`src/hdl/rpm_datapath_note_unused.sv`:
```
`timescale 1ns/1ps
`default_nettype none
`default_nettype wire

```
`src/hdl/rpm_pkg.sv`:
```
`default_nettype none
package rpm_pkg;
    // system clock and the rates derived from it
    localparam int unsigned CLK_HZ = 20_000_000;
    localparam int unsigned MCLK_HZ = 3_579_500;
    localparam int unsigned MOD_HZ = 900_000;
    localparam int unsigned BANDWIDTH_HZ = 14_000;
    localparam int unsigned MCLK_PER_MOD = (MCLK_HZ + MOD_HZ / 2) / MOD_HZ;
    localparam int unsigned PHASE_W = 32;

    // converter and datapath widths
    localparam int unsigned SAMPLE_W = 16;
    localparam int unsigned DECIM_LOG2 = 6;
    localparam int unsigned DEC_W = 2 * DECIM_LOG2 + 2;
    localparam int unsigned PROD_W = 2 * SAMPLE_W;
    localparam int unsigned ACC_W = 40;
    localparam int unsigned WIDE_W = 24;

    // filter shifts
    localparam int unsigned HPF_SHIFT = 10;
    localparam int unsigned PHASE_SHIFT = 4;
    localparam int unsigned LPF_SHIFT = 8;

    // current gain stage codes and their shifts
    localparam logic [1:0] GAIN_CODE_X1 = 2'h0;
    localparam logic [1:0] GAIN_CODE_X2 = 2'h1;
    localparam logic [1:0] GAIN_CODE_X8 = 2'h2;
    localparam logic [2:0] GAIN_SHIFT_X1 = 3'h0;
    localparam logic [2:0] GAIN_SHIFT_X2 = 3'h1;
    localparam logic [2:0] GAIN_SHIFT_X8 = 3'h3;
    localparam logic [2:0] GAIN_SHIFT_X16 = 3'h4;

    // frequency conversion
    localparam logic [ACC_W-1:0] CF_THRESH = 40'h0040000000;
    localparam int unsigned CF_PER_F_MAX = 2048;
    localparam int unsigned FDIV_W = 12;
    localparam int unsigned CF_WIDTH = 16;
    localparam int unsigned F_WIDTH = 64;
    localparam int unsigned WID_W = 16;

    // output buffer
    localparam int unsigned BUF_DEPTH = 2;
endpackage
`default_nettype wire

```
`src/hdl/rpm_datapath.sv`:
```
// Notes on behaviour
// - two 16-bit sigma-delta channels, modulator rate near 900 kHz, feed the datapath
// - gain bits 00,01,10,11 select current gain 1,2,8,16
// - enabled high-pass filter strips dc from current before multiplication
// - power sample is current sample times matching voltage sample
// - low-pass filter of power stream gives real power
// - low-rate pulses come from long accumulation of real power
// - calibration pulse comes from short accumulation, higher rate
// - datapath timed from 3.5795 MHz master clock, 14 kHz bandwidth
// - high-pass select pin high enables filter, low bypasses it
// - phase compensation active only while high-pass filter enabled
// - calibration rate at most 2048 times low-rate pulse rate
// - reverse flag follows power sign, updated only with a calibration pulse
`timescale 1ns/1ps
`default_nettype none
module rpm_datapath import rpm_pkg::*; #(
    parameter int unsigned CF_PER_F = CF_PER_F_MAX,
    parameter int unsigned CF_WIDTH_CYC = CF_WIDTH,
    parameter int unsigned F_WIDTH_CYC = F_WIDTH,
    parameter logic [ACC_W-1:0] CF_THRESHOLD = CF_THRESH,
    parameter int unsigned FIFO_DEPTH = BUF_DEPTH
) (
    input wire logic clk_sys_i,
    input wire logic nrst_i,
    input wire logic current_mod_bit_i,
    input wire logic voltage_mod_bit_i,
    input wire logic gain_select_high_i,
    input wire logic gain_select_low_i,
    input wire logic highpass_select_pin_i,
    output logic calibration_pulse_out_o,
    output logic low_rate_pulse_a_o,
    output logic low_rate_pulse_b_o,
    output logic reverse_power_flag_o,
    output logic [PROD_W-1:0] real_power_o
);
    // out-of-range ratios fall back to the widest one
    localparam int unsigned CF_DIV = (CF_PER_F == 0 || CF_PER_F > CF_PER_F_MAX) ?
        CF_PER_F_MAX : CF_PER_F;
    localparam int unsigned PTR_W = (FIFO_DEPTH > 1) ? $clog2(FIFO_DEPTH) : 1;
    localparam int unsigned CNT_W = $clog2(FIFO_DEPTH + 1);
    localparam logic [DEC_W-1:0] DEC_MID = DEC_W'(1 << (2 * DECIM_LOG2 - 1));

    // clip a wide value into the signed sample range
    function automatic logic signed [SAMPLE_W-1:0] sat16(input logic signed [WIDE_W-1:0] v);
        logic signed [WIDE_W-1:0] hi;
        logic signed [WIDE_W-1:0] lo;
        hi = WIDE_W'(2 ** (SAMPLE_W - 1) - 1);
        lo = -hi - WIDE_W'(1);
        if (v > hi) begin
            sat16 = hi[SAMPLE_W-1:0];
        end else if (v < lo) begin
            sat16 = lo[SAMPLE_W-1:0];
        end else begin
            sat16 = v[SAMPLE_W-1:0];
        end
    endfunction

    // master clock enable from a phase accumulator, then modulator and output rates
    logic [PHASE_W-1:0] mclk_phase_reg;
    logic [1:0] mod_cnt_reg;
    logic [DECIM_LOG2-1:0] dec_cnt_reg;
    wire [PHASE_W-1:0] mclk_phase_sum = mclk_phase_reg + PHASE_W'(MCLK_HZ);
    wire mclk_tick = mclk_phase_sum >= PHASE_W'(CLK_HZ);
    wire mod_tick = mclk_tick && (mod_cnt_reg == 2'(MCLK_PER_MOD - 1));
    // the first sample after reset holds a start-up transient of the combs
    wire dump = mod_tick && (dec_cnt_reg == {DECIM_LOG2{1'b1}});

    always_ff @(posedge clk_sys_i or negedge nrst_i) begin
        if (!nrst_i) begin
            mclk_phase_reg <= '0;
            mod_cnt_reg <= 2'h0;
            dec_cnt_reg <= '0;
        end else begin
            mclk_phase_reg <= mclk_tick ? mclk_phase_sum - PHASE_W'(CLK_HZ) : mclk_phase_sum;
            if (mclk_tick) begin
                mod_cnt_reg <= mod_tick ? 2'h0 : mod_cnt_reg + 2'h1;
            end
            if (mod_tick) begin
                dec_cnt_reg <= dec_cnt_reg + DECIM_LOG2'(1);
            end
        end
    end

    // second-order comb decimation of both modulator streams
    wire [1:0] mod_bits = {voltage_mod_bit_i, current_mod_bit_i};
    logic signed [SAMPLE_W-1:0] chan_sample [2];
    logic dec_valid_reg;

    for (genvar ch = 0; ch < 2; ch++) begin : g_dec
        logic [DEC_W-1:0] int1_reg;
        logic [DEC_W-1:0] int2_reg;
        logic [DEC_W-1:0] int2_last_reg;
        logic [DEC_W-1:0] comb1_last_reg;
        logic signed [SAMPLE_W-1:0] samp_reg;
        wire [DEC_W-1:0] int1_next = int1_reg + DEC_W'(mod_bits[ch]);
        wire [DEC_W-1:0] int2_next = int2_reg + int1_next;
        wire [DEC_W-1:0] comb1 = int2_next - int2_last_reg;
        wire [DEC_W-1:0] comb2 = comb1 - comb1_last_reg;
        wire [DEC_W-1:0] centred = comb2 - DEC_MID;
        always_ff @(posedge clk_sys_i or negedge nrst_i) begin
            if (!nrst_i) begin
                int1_reg <= '0;
                int2_reg <= '0;
                int2_last_reg <= '0;
                comb1_last_reg <= '0;
                samp_reg <= '0;
            end else if (mod_tick) begin
                int1_reg <= int1_next;
                int2_reg <= int2_next;
                if (dump) begin
                    int2_last_reg <= int2_next;
                    comb1_last_reg <= comb1;
                    samp_reg <= {centred[SAMPLE_W-4:0], 3'h0};
                end
            end
        end
        assign chan_sample[ch] = samp_reg;
    end

    // current gain, high-pass filter and phase compensation
    wire [1:0] gain_code = {gain_select_high_i, gain_select_low_i};
    wire [2:0] gain_shift = (gain_code == GAIN_CODE_X1) ? GAIN_SHIFT_X1 :
        (gain_code == GAIN_CODE_X2) ? GAIN_SHIFT_X2 :
        (gain_code == GAIN_CODE_X8) ? GAIN_SHIFT_X8 : GAIN_SHIFT_X16;
    wire signed [WIDE_W-1:0] cur_wide = WIDE_W'(chan_sample[0]) <<< gain_shift;
    wire signed [SAMPLE_W-1:0] cur_gain = sat16(cur_wide);

    logic signed [SAMPLE_W-1:0] x_last_reg;
    logic signed [WIDE_W-1:0] hpf_reg;
    logic signed [SAMPLE_W-1:0] hp_last_reg;
    logic signed [SAMPLE_W-1:0] cur_s_reg;
    logic signed [SAMPLE_W-1:0] volt_s_reg;
    logic s1_valid_reg;
    wire signed [WIDE_W-1:0] hpf_next = hpf_reg + WIDE_W'(cur_gain) - WIDE_W'(x_last_reg)
        - (hpf_reg >>> HPF_SHIFT);
    wire signed [SAMPLE_W-1:0] hpf_out = sat16(hpf_next);
    wire signed [WIDE_W-1:0] hp_delta = WIDE_W'(hpf_out) - WIDE_W'(hp_last_reg);
    wire signed [SAMPLE_W-1:0] comp_out = sat16(WIDE_W'(hpf_out) - (hp_delta >>> PHASE_SHIFT));
    wire signed [SAMPLE_W-1:0] cur_sel = highpass_select_pin_i ? comp_out : cur_gain;

    always_ff @(posedge clk_sys_i or negedge nrst_i) begin
        if (!nrst_i) begin
            dec_valid_reg <= 1'b0;
            x_last_reg <= '0;
            hpf_reg <= '0;
            hp_last_reg <= '0;
            cur_s_reg <= '0;
            volt_s_reg <= '0;
            s1_valid_reg <= 1'b0;
        end else begin
            dec_valid_reg <= dump;
            s1_valid_reg <= dec_valid_reg;
            if (dec_valid_reg) begin
                x_last_reg <= cur_gain;
                hpf_reg <= hpf_next;
                hp_last_reg <= hpf_out;
                cur_s_reg <= cur_sel;
                volt_s_reg <= chan_sample[1];
            end
        end
    end

    // multiplication and low-pass filter
    logic signed [PROD_W-1:0] prod_reg;
    logic prod_valid_reg;
    logic signed [PROD_W-1:0] lpf_reg;
    logic buf_in_ready;
    // a product that meets a full buffer waits, and the next one overwrites it
    wire lpf_take = prod_valid_reg && buf_in_ready;
    wire signed [PROD_W:0] lpf_diff = (PROD_W + 1)'(prod_reg) - (PROD_W + 1)'(lpf_reg);
    wire signed [PROD_W-1:0] lpf_next = lpf_reg + PROD_W'(lpf_diff >>> LPF_SHIFT);

    always_ff @(posedge clk_sys_i or negedge nrst_i) begin
        if (!nrst_i) begin
            prod_reg <= '0;
            prod_valid_reg <= 1'b0;
            lpf_reg <= '0;
        end else begin
            if (s1_valid_reg) begin
                prod_reg <= cur_s_reg * volt_s_reg;
            end
            prod_valid_reg <= s1_valid_reg || (prod_valid_reg && !lpf_take);
            if (lpf_take) begin
                lpf_reg <= lpf_next;
            end
        end
    end
    assign real_power_o = lpf_reg;

    // two-entry buffer between filter and frequency converter
    logic [PROD_W-1:0] buf_mem [FIFO_DEPTH];
    logic [PTR_W-1:0] wr_ptr_reg;
    logic [PTR_W-1:0] rd_ptr_reg;
    logic [CNT_W-1:0] buf_cnt_reg;
    logic dfc_ready;
    assign buf_in_ready = buf_cnt_reg != CNT_W'(FIFO_DEPTH);
    wire buf_out_valid = buf_cnt_reg != '0;
    wire buf_pop = buf_out_valid && dfc_ready;
    wire [PTR_W-1:0] wr_ptr_inc = (wr_ptr_reg == PTR_W'(FIFO_DEPTH - 1)) ? '0 :
        wr_ptr_reg + PTR_W'(1);
    wire [PTR_W-1:0] rd_ptr_inc = (rd_ptr_reg == PTR_W'(FIFO_DEPTH - 1)) ? '0 :
        rd_ptr_reg + PTR_W'(1);

    always_ff @(posedge clk_sys_i) begin
        if (lpf_take) begin
            buf_mem[wr_ptr_reg] <= lpf_next;
        end
    end

    always_ff @(posedge clk_sys_i or negedge nrst_i) begin
        if (!nrst_i) begin
            wr_ptr_reg <= '0;
            rd_ptr_reg <= '0;
            buf_cnt_reg <= '0;
        end else begin
            if (lpf_take) begin
                wr_ptr_reg <= wr_ptr_inc;
            end
            if (buf_pop) begin
                rd_ptr_reg <= rd_ptr_inc;
            end
            if (lpf_take && !buf_pop) begin
                buf_cnt_reg <= buf_cnt_reg + CNT_W'(1);
            end else if (buf_pop && !lpf_take) begin
                buf_cnt_reg <= buf_cnt_reg - CNT_W'(1);
            end
        end
    end

    // digital-to-frequency conversion
    logic signed [ACC_W-1:0] cf_acc_reg;
    logic [WID_W-1:0] cf_wid_reg;
    logic [WID_W-1:0] f_wid_reg;
    logic [FDIV_W-1:0] f_cnt_reg;
    logic f_sel_reg;
    logic f_side_reg;
    logic cf_out_reg;
    logic f_a_reg;
    logic f_b_reg;
    logic reverse_power_flag_reg;
    wire signed [PROD_W-1:0] buf_word = buf_mem[rd_ptr_reg];
    wire signed [ACC_W-1:0] thr = CF_THRESHOLD;
    wire signed [ACC_W-1:0] acc_sum = cf_acc_reg + ACC_W'(buf_word);
    wire acc_pos = acc_sum >= thr;
    wire acc_neg = acc_sum <= -thr;
    wire cf_fire = buf_pop && (acc_pos || acc_neg);
    // every CF_DIV-th calibration pulse also starts a low-rate pulse
    wire f_fire = cf_fire && (f_cnt_reg == FDIV_W'(CF_DIV - 1));
    // no word is taken while a calibration pulse stands, so pulses never merge
    assign dfc_ready = cf_wid_reg == '0;
    wire [WID_W-1:0] cf_wid_next = cf_fire ? WID_W'(CF_WIDTH_CYC) :
        (cf_wid_reg != '0) ? cf_wid_reg - WID_W'(1) : '0;
    wire [WID_W-1:0] f_wid_next = f_fire ? WID_W'(F_WIDTH_CYC) :
        (f_wid_reg != '0) ? f_wid_reg - WID_W'(1) : '0;
    wire f_side_next = f_fire ? f_sel_reg : f_side_reg;

    always_ff @(posedge clk_sys_i or negedge nrst_i) begin
        if (!nrst_i) begin
            cf_acc_reg <= '0;
            cf_wid_reg <= '0;
            f_wid_reg <= '0;
            f_cnt_reg <= '0;
            f_sel_reg <= 1'b0;
            f_side_reg <= 1'b0;
            cf_out_reg <= 1'b0;
            f_a_reg <= 1'b0;
            f_b_reg <= 1'b0;
            reverse_power_flag_reg <= 1'b0;
        end else begin
            if (buf_pop) begin
                if (acc_pos) begin
                    cf_acc_reg <= acc_sum - thr;
                    reverse_power_flag_reg <= 1'b0;
                end else if (acc_neg) begin
                    cf_acc_reg <= acc_sum + thr;
                    reverse_power_flag_reg <= 1'b1;
                end else begin
                    cf_acc_reg <= acc_sum;
                end
            end
            if (cf_fire) begin
                f_cnt_reg <= f_fire ? '0 : f_cnt_reg + FDIV_W'(1);
            end
            if (f_fire) begin
                f_sel_reg <= !f_sel_reg;
            end
            cf_wid_reg <= cf_wid_next;
            f_wid_reg <= f_wid_next;
            f_side_reg <= f_side_next;
            cf_out_reg <= cf_wid_next != '0;
            f_a_reg <= (f_wid_next != '0) && !f_side_next;
            f_b_reg <= (f_wid_next != '0) && f_side_next;
        end
    end

    assign calibration_pulse_out_o = cf_out_reg;
    assign low_rate_pulse_a_o = f_a_reg;
    assign low_rate_pulse_b_o = f_b_reg;
    assign reverse_power_flag_o = reverse_power_flag_reg;
endmodule
`default_nettype wire

```
`config.mk`:
```
export PLATFORM = sky130hd
export DESIGN_NAME = rpm_datapath
export DESIGN_NICKNAME = d
export VERILOG_FILES = /design/src/hdl/rpm_datapath_note_unused.sv /design/src/hdl/rpm_pkg.sv /design/src/hdl/rpm_datapath.sv
export SDC_FILE = /design/constraint.sdc
export NUM_CORES = 2
export LEC_CHECK = 0
export BUFFER_PORTS_ARGS = -buffer_cell sky130_fd_sc_hd__buf_2
export CAP_MARGIN = 10
export CORE_MARGIN = 1.5
export CORE_UTILIZATION = 60
export CTS_CLUSTER_SIZE = 8
export DETAILED_ROUTE_END_ITERATION = 8
export PLACE_DENSITY_LB_ADDON = 0.3
export SYNTH_ARGS = -nofsm -noshare
export SYNTH_HDL_FRONTEND = slang
export SYNTH_SLANG_ARGS = --single-unit
export TNS_END_PERCENT = 20
```
`constraint.sdc`:
```
create_clock -name clk_sys_i -period 16.99 [get_ports clk_sys_i]
set_input_delay 0.8495 -clock clk_sys_i [delete_from_list [all_inputs] [get_ports clk_sys_i]]
set_output_delay 0.8495 -clock clk_sys_i [all_outputs]
set_load 0.02 [all_outputs]
```
## Word level (Yosys, flattened, before mapping)

Memory sizes are Yosys's and may differ from the RTL's.
Index checks and enable logic that the tools add are counted.
Widths: inputs -> output; s select.

- $add $sub $neg: 31
- Multiply operators: 1
- $lt $le $gt $ge: 9
- Equality and inequality tests: 6
- Shift operators: 1
- Mux-type cells: 28
- Reduce and logical (&&, ||, !) cells: 28

Operator list:

| kind | count |
|---|---|
| $mux 16 | 11 |
| $mux 40 | 2 |
| $reduce_bool 16->1 | 4 |
| $sub 13x13->13 | 4 |
| $gt 24x16->1 const B | 2 |
| $lt 24x16->1 const B | 2 |
| $add 40x32->40 | 1 |
| $add 40x32->40 const B | 1 |
| $ge 40x32->1 const B | 1 |
| $le 40x31->1 const B | 1 |
| $sub 40x32->40 const B | 1 |
| $sub 32x32->33 | 1 |
| $add 32x22->32 const B | 1 |
| $add 32x25->32 | 1 |
| $ge 32x25->1 const B | 1 |
| $mux 32 | 1 |
| $sub 16x1->16 const B | 2 |
| $sub 32x25->32 const B | 1 |
| $mul 16x13->29 | 1 |
| $add 14x1->14 | 2 |
| $add 14x14->14 | 2 |
| $sub 13x12->13 const B | 2 |
| $add 24x16->24 | 1 |
| $sshl 16x3->24 | 1 |
| 27 further kinds | 57 |

- Register bits after elaboration: 420
- Bits in writable memories: 64
- Bits of input ports: 7
- Logic and storage cells: 141
- Memories: 1

Memory list:

| memory | words | width | read ports | clocked after Yosys merged registers in | write ports | RTL line | text |
|---|---|---|---|---|---|---|---|
| buf_mem | 2 | 32 | 1 | 0 | 1 | rpm_datapath.sv:191 | `logic [PROD_W-1:0] buf_mem [FIFO_DEPTH];` |

## Longest topological paths before layout

- Depth in word-level cells: 20
- Mapped depth: 52
- Mapped depth without buffers: 48

## Worst setup path before layout

OpenSTA, ideal clock, no wires.

- Path kind: in2reg
- Start: input gain_select_low_i
- End: register cur_s_reg[8]
- Data arrival time: 10.829 ns
- Required time: 16.844 ns
- Path slack: 6.015 ns
- Stages on the path: 49
- Buffers on the path: 3
- Cells stage by stage: inv_1 > ha_1 > clkbuf_1 > mux2_2 > nand2_1 > nand2_1 > a21oi_1 > a21oi_1 > nor2_1 > nor4_1 > nor2_1 > fa_1 > fa_1 > inv_1 > ha_1 > a211oi_1 > o21ai_0 > a21boi_0 > [13 not listed] > nor2b_1 > o21a_1 > o2111ai_1 > o21ai_0 > a21o_1 > a21oi_1 > xor2_1 > ha_1 > and2_1 > o21ai_0 > a21oi_1 > o21ai_0 > a21boi_0 > o311ai_0 > o31a_1 > and3_1 > clkbuf_1 > a221oi_1

- Cells in the longest elaborated chain, start to end: 20
- Elaborated cells between the ends (all ways): 25
- Those cells by class: 5 x add/sub; 6 x order compare; 2 x eq/ne; 1 x shift; 10 x mux; 1 x reduce/logical

Ends and longest elaborated chain:

| what | RTL line | text |
|---|---|---|
| start, declared | rpm_datapath.sv:28 | `input wire logic gain_select_low_i,` |
| $eq 2x2->1 | rpm_datapath.sv:124 | `(gain_code == GAIN_CODE_X8) ? GAIN_SHIFT_X8 : GAIN_SHIFT_X16;` |
| $mux 3 | rpm_datapath.sv:124 |  |
| $mux 3 | rpm_datapath.sv:123 | `(gain_code == GAIN_CODE_X2) ? GAIN_SHIFT_X2 :` |
| $mux 3 (*) | rpm_datapath.sv:122 | `wire [2:0] gain_shift = (gain_code == GAIN_CODE_X1) ? GAIN_SHIFT_X1 :` |
| $sshl 16x3->24 (*) | rpm_datapath.sv:125 | `wire signed [WIDE_W-1:0] cur_wide = WIDE_W'(chan_sample[0]) <<< gain_shift;` |
| $lt 24x16->1 | rpm_datapath.sv:51 | `end else if (v < lo) begin` |
| $mux 16 | rpm_datapath.sv:51 |  |
| $mux 16 (*) | rpm_datapath.sv:49 | `if (v > hi) begin` |
| [5 not listed] | n/a |  |
| $mux 16 (*) | rpm_datapath.sv:49 |  |
| net hpf_out[2] | rpm_datapath.sv:136 | `wire signed [SAMPLE_W-1:0] hpf_out = sat16(hpf_next);` |
| $sub 16x16->17 | rpm_datapath.sv:137 | `wire signed [WIDE_W-1:0] hp_delta = WIDE_W'(hpf_out) - WIDE_W'(hp_last_reg);` |
| $sub 16x13->17 (*) | rpm_datapath.sv:138 | `wire signed [SAMPLE_W-1:0] comp_out = sat16(WIDE_W'(hpf_out) - (hp_delta >>> PHASE_SHIFT));` |
| $lt 17x16->1 | rpm_datapath.sv:51 |  |
| $mux 16 | rpm_datapath.sv:51 |  |
| $mux 16 (*) | rpm_datapath.sv:49 |  |
| $mux 16 (*) | rpm_datapath.sv:139 | `wire signed [SAMPLE_W-1:0] cur_sel = highpass_select_pin_i ? comp_out : cur_gain;` |
| end signal, assigned | rpm_datapath.sv:157 | `cur_s_reg <= cur_sel;` |
| end, declared | rpm_datapath.sv:131 | `logic signed [SAMPLE_W-1:0] cur_s_reg;` |

Mark *: on every way through the listed nets, which the timed path passes. The rest lies on a longest branch.
A chain may end at the register's enable or synchronous reset.

## Worst setup path after layout

- Start: input gain_select_low_i
- End: register cur_s_reg[14]

The elaborated chain is that of the path after synthesis.

==> reports/qor.yml <==
dieWidth_um: 261
total_leakage_power_nw: 21.3
synth.net_count: 4866
globalRoute.totalOverflow: 0
fp.dieArea_mm2: 0.0680
via_count: 29800
die_y_um: 261
fin_nets: 4851
cp_slowest_cell: "sky130_fd_sc_hd__nor3_1"
critPathRequiredTime_ps: 17500
synth_top_area_cell: "sky130_fd_sc_hd__dfrtp_1"
ys_async_sr_fraction: 0.865
cp_common_cell: "sky130_fd_sc_hd__a21oi_1"
hold_bufs_inserted_after_cts: 0
grt_antenna_before_repair: 2
antenna_left: 0
gp_routability_congestion: 0.920
outcome: "finished clean"
setup_tns_ps: 0
io_buffers: 42
cts-buffers-inserted: 69
clock_insertion_delay_at_the_later_pin_of_the_skew_report_ps: 620
drv.max_cap_violation_count: 0
post_synth_instance_area_mm2: 0.0398
rsz0062_at_grt: "no"
cp_max_fo: 18
synth-edff-count: 64
synthDominantCellAreaShare: 0.257
critPathCaptureType: "flip-flop"
min_path_type: "in -> async"
detail_route.drc_violations: 0
yosys_register_bits: 473
ir_drop_uv: 85.0
postCtsSetupBuffers: 0
vias_per_cell: 5.79
yosys-top-cells-area: "sky130_fd_sc_hd__dfrtp_1 (26%), sky130_fd_sc_hd__fa_1 (12%), sky130_fd_sc_hd__ha_1 (11%), sky130_fd_sc_hd__edfxtp_1 (4.8%), sky130_fd_sc_hd__nand2_1 (4.7%)"
critPathLaunchType: "primary input"
critPathMaxStageDelay_ps: 740
via_count_of_the_first_global_routing_pass: 29400
timing.final.crit_share: 0.724
cts_tree: "yes"
arrival_ps: 12800
proportion_of_layout_cells_with_a_drive_suffix_above_1: 0.0806
seq_total_area_yosys: 0.305
drt_first_iter_violations: 1891
global_route_wire_length_before_repair_mm: 145
final_count_of_negative_setup_slack_endpoints: 0
io_pins: 43
dr.pass1.iters: 6
mean_instance_size_in_the_synthesized_netlist_um2: 9.33
finClkSkew_ps: 43.0
worst_pin_slew_ps: 1060
placementRows: 94
ctsResizeCount: 0
totalWireLength_mm: 87.3
cts.sink_count: 473
core_region_area_mm2: 0.0657
ctsLongestPathBuffers: 3
detailedPlacementHpwl_mm: 65.3
synth_cell_types: 90
grt_util_all_layers: 0.261
finalMaxSlewViolations: 0
cts_htree_levels: 3
largest_register_ff_count: 64
layout-area-overhead-vs-synth_pct: 7.06
final_hold_viol_count: 0
worst_r2r_path_depth: 45
grt_start_max_net_pins: 105
max_slew_margin: 0.292
finalPower_mw: 3.41
period_minus_slack_ps: 12290
postSynth.topFlopCell: "sky130_fd_sc_hd__dfrtp_1"
critical_path_type: "in -> reg"
power_density_mw_per_mm2: 80.0
num_antenna_cells: 0
cts.reportedPaths.clkPinSlew_ps: 50
synthesis.yosys.warnings: 0
fmax_ghz: 0.0813
postSynthCellCount: 4272
cts_root_buffer: "sky130_fd_sc_hd__clkbuf_16"
routed_wl_per_cell_um: 17.0
initial_core_util: 0.606
## cell families after synthesis
group,after synthesis,synth area share
multiplexers,188,0.0534
adder cells (fa/ha/maj),587,0.230
AO/OA/AOI/OAI,836,0.133
flip-flops,473,0.305
AND/OR/NAND/NOR,1276,0.150
buffers and inverters,575,0.0552
XOR/XNOR,337,0.0741
## path summary, 6_finish.rpt
| kind | from | end | slack [ps] |
|---|---|---|---|
| max in group asynchronous | nrst_i | dec_valid_reg | 14510 |
| max reg2reg | g_dec[0].samp_reg[13] | cur_s_reg[14] | 5360 |
| min reg2reg | cf_wid_reg[0] | cf_wid_reg[0] | 470 |
| min in group clk_sys_i | cf_wid_reg[0] | cf_wid_reg[0] | 470 |
| min | nrst_i | f_wid_reg[12] | 220 |
| max | gain_select_low_i | cur_s_reg[14] | 4700 |
## cell type report
cell class	count	area (um^2)
Tap cell	864	1080
Inverter	426	1600
Clock inverter	8	146
Fill cell	5311	23100
Multi-Input combinational cell	3224	25500
Clock buffer	86	1800
Sequential cell	473	12200
Timing Repair Buffer	63	378
## layout by cell type (no fill, tap or decap), drive strengths merged, types with 26 or more instances in the layout
master / n
a211oi: 28
o21ai: 223
fa: 241
xor2: 127
o21bai: 37
nor2b: 39
o21a: 31
nor3: 70
nand4: 26
nor2: 289
nand2: 495
a21oi: 230
clkbuf: 86
mux2: 163
buf: 63
xnor2: 210
inv: 429
ha: 346
nand2b: 45
a21o: 86
and3: 38
dfrtp: 409
edfxtp: 64
nand3: 74
and2: 93
## layer usage
metal | GRT usage | vias to the layer above | part of all wire
met3 | 0.0426 | 184 | 0.051
met4 | 0.0835 | 4 | 0.030
met5 | 0 | - | 0.00029
met2 | 0.438 | 729 | 0.47
met1 | 0.345 | 14400 | 0.45
li1 | - | 14500 | -
## where the power goes
| group | switching, mW | leakage (nW) | internal [mW] | total [mW] |
|---|---|---|---|---|
| logic | 0.539 | 14.8 | 0.440 | 0.979 |
| registers | 0.00905 | 5.55 | 1.16 | 1.17 |
| clock network | 0.520 | 0.941 | 0.745 | 1.27 |
| total | 1.07 | 21.3 | 2.35 | 3.41 |
## synthesized netlist by cell type (13+ instances only)
library cell               instances
sky130_fd_sc_hd__a211oi_1         28
sky130_fd_sc_hd__a21boi_0         18
sky130_fd_sc_hd__a21o_1           86
sky130_fd_sc_hd__a21oi_1         229
sky130_fd_sc_hd__a31oi_1          24
sky130_fd_sc_hd__and2_1           93
sky130_fd_sc_hd__and3_1           38
sky130_fd_sc_hd__clkbuf_1        130
sky130_fd_sc_hd__dfrtp_1         409
sky130_fd_sc_hd__edfxtp_1         64
sky130_fd_sc_hd__fa_1            241
sky130_fd_sc_hd__ha_1            346
sky130_fd_sc_hd__inv_1           424
sky130_fd_sc_hd__mux2_2          156
sky130_fd_sc_hd__mux2i_1          23
sky130_fd_sc_hd__nand2_1         495
sky130_fd_sc_hd__nand2b_1         45
sky130_fd_sc_hd__nand3_1          74
sky130_fd_sc_hd__nand4_1          26
sky130_fd_sc_hd__nor2_1          289
sky130_fd_sc_hd__nor2b_1          39
sky130_fd_sc_hd__nor3_1           69
sky130_fd_sc_hd__nor4_1           25
sky130_fd_sc_hd__o211ai_1         24
sky130_fd_sc_hd__o21a_1           30
sky130_fd_sc_hd__o21ai_0         220
sky130_fd_sc_hd__o21bai_1         37
sky130_fd_sc_hd__o22ai_1          18
sky130_fd_sc_hd__o31ai_1          16
sky130_fd_sc_hd__o41ai_1          14
sky130_fd_sc_hd__or2_2            13
sky130_fd_sc_hd__or3_1            18
sky130_fd_sc_hd__xnor2_1         210
sky130_fd_sc_hd__xor2_1          127
## worst max-delay path: cells and delay by family
family | cells | cell delay (ps)
buffers and inverters | 4 | 440
muxes | 2 | 530
adders and majority gates | 6 | 2610
and+or+nand+nor | 13 | 3240
xor gates and xnor gates | 1 | 240
AOI/OAI and AO/OA | 22 | 4880
## per-stage QoR
stage               area [um^2]  cells  hold WS, ps  utilization  setup WS (ps)
global route              42700   5144          292        0.649           3540
detailed placement        40700   5050          456        0.619           4240
global placement          40700   5050          456        0.619           4560
CTS                       42700   5144          258        0.649           4860
finish                    42700   5144          223        0.649           4700
floorplan                 39800   4272          404            -           6010
Power figures use the tool's default switching activity.
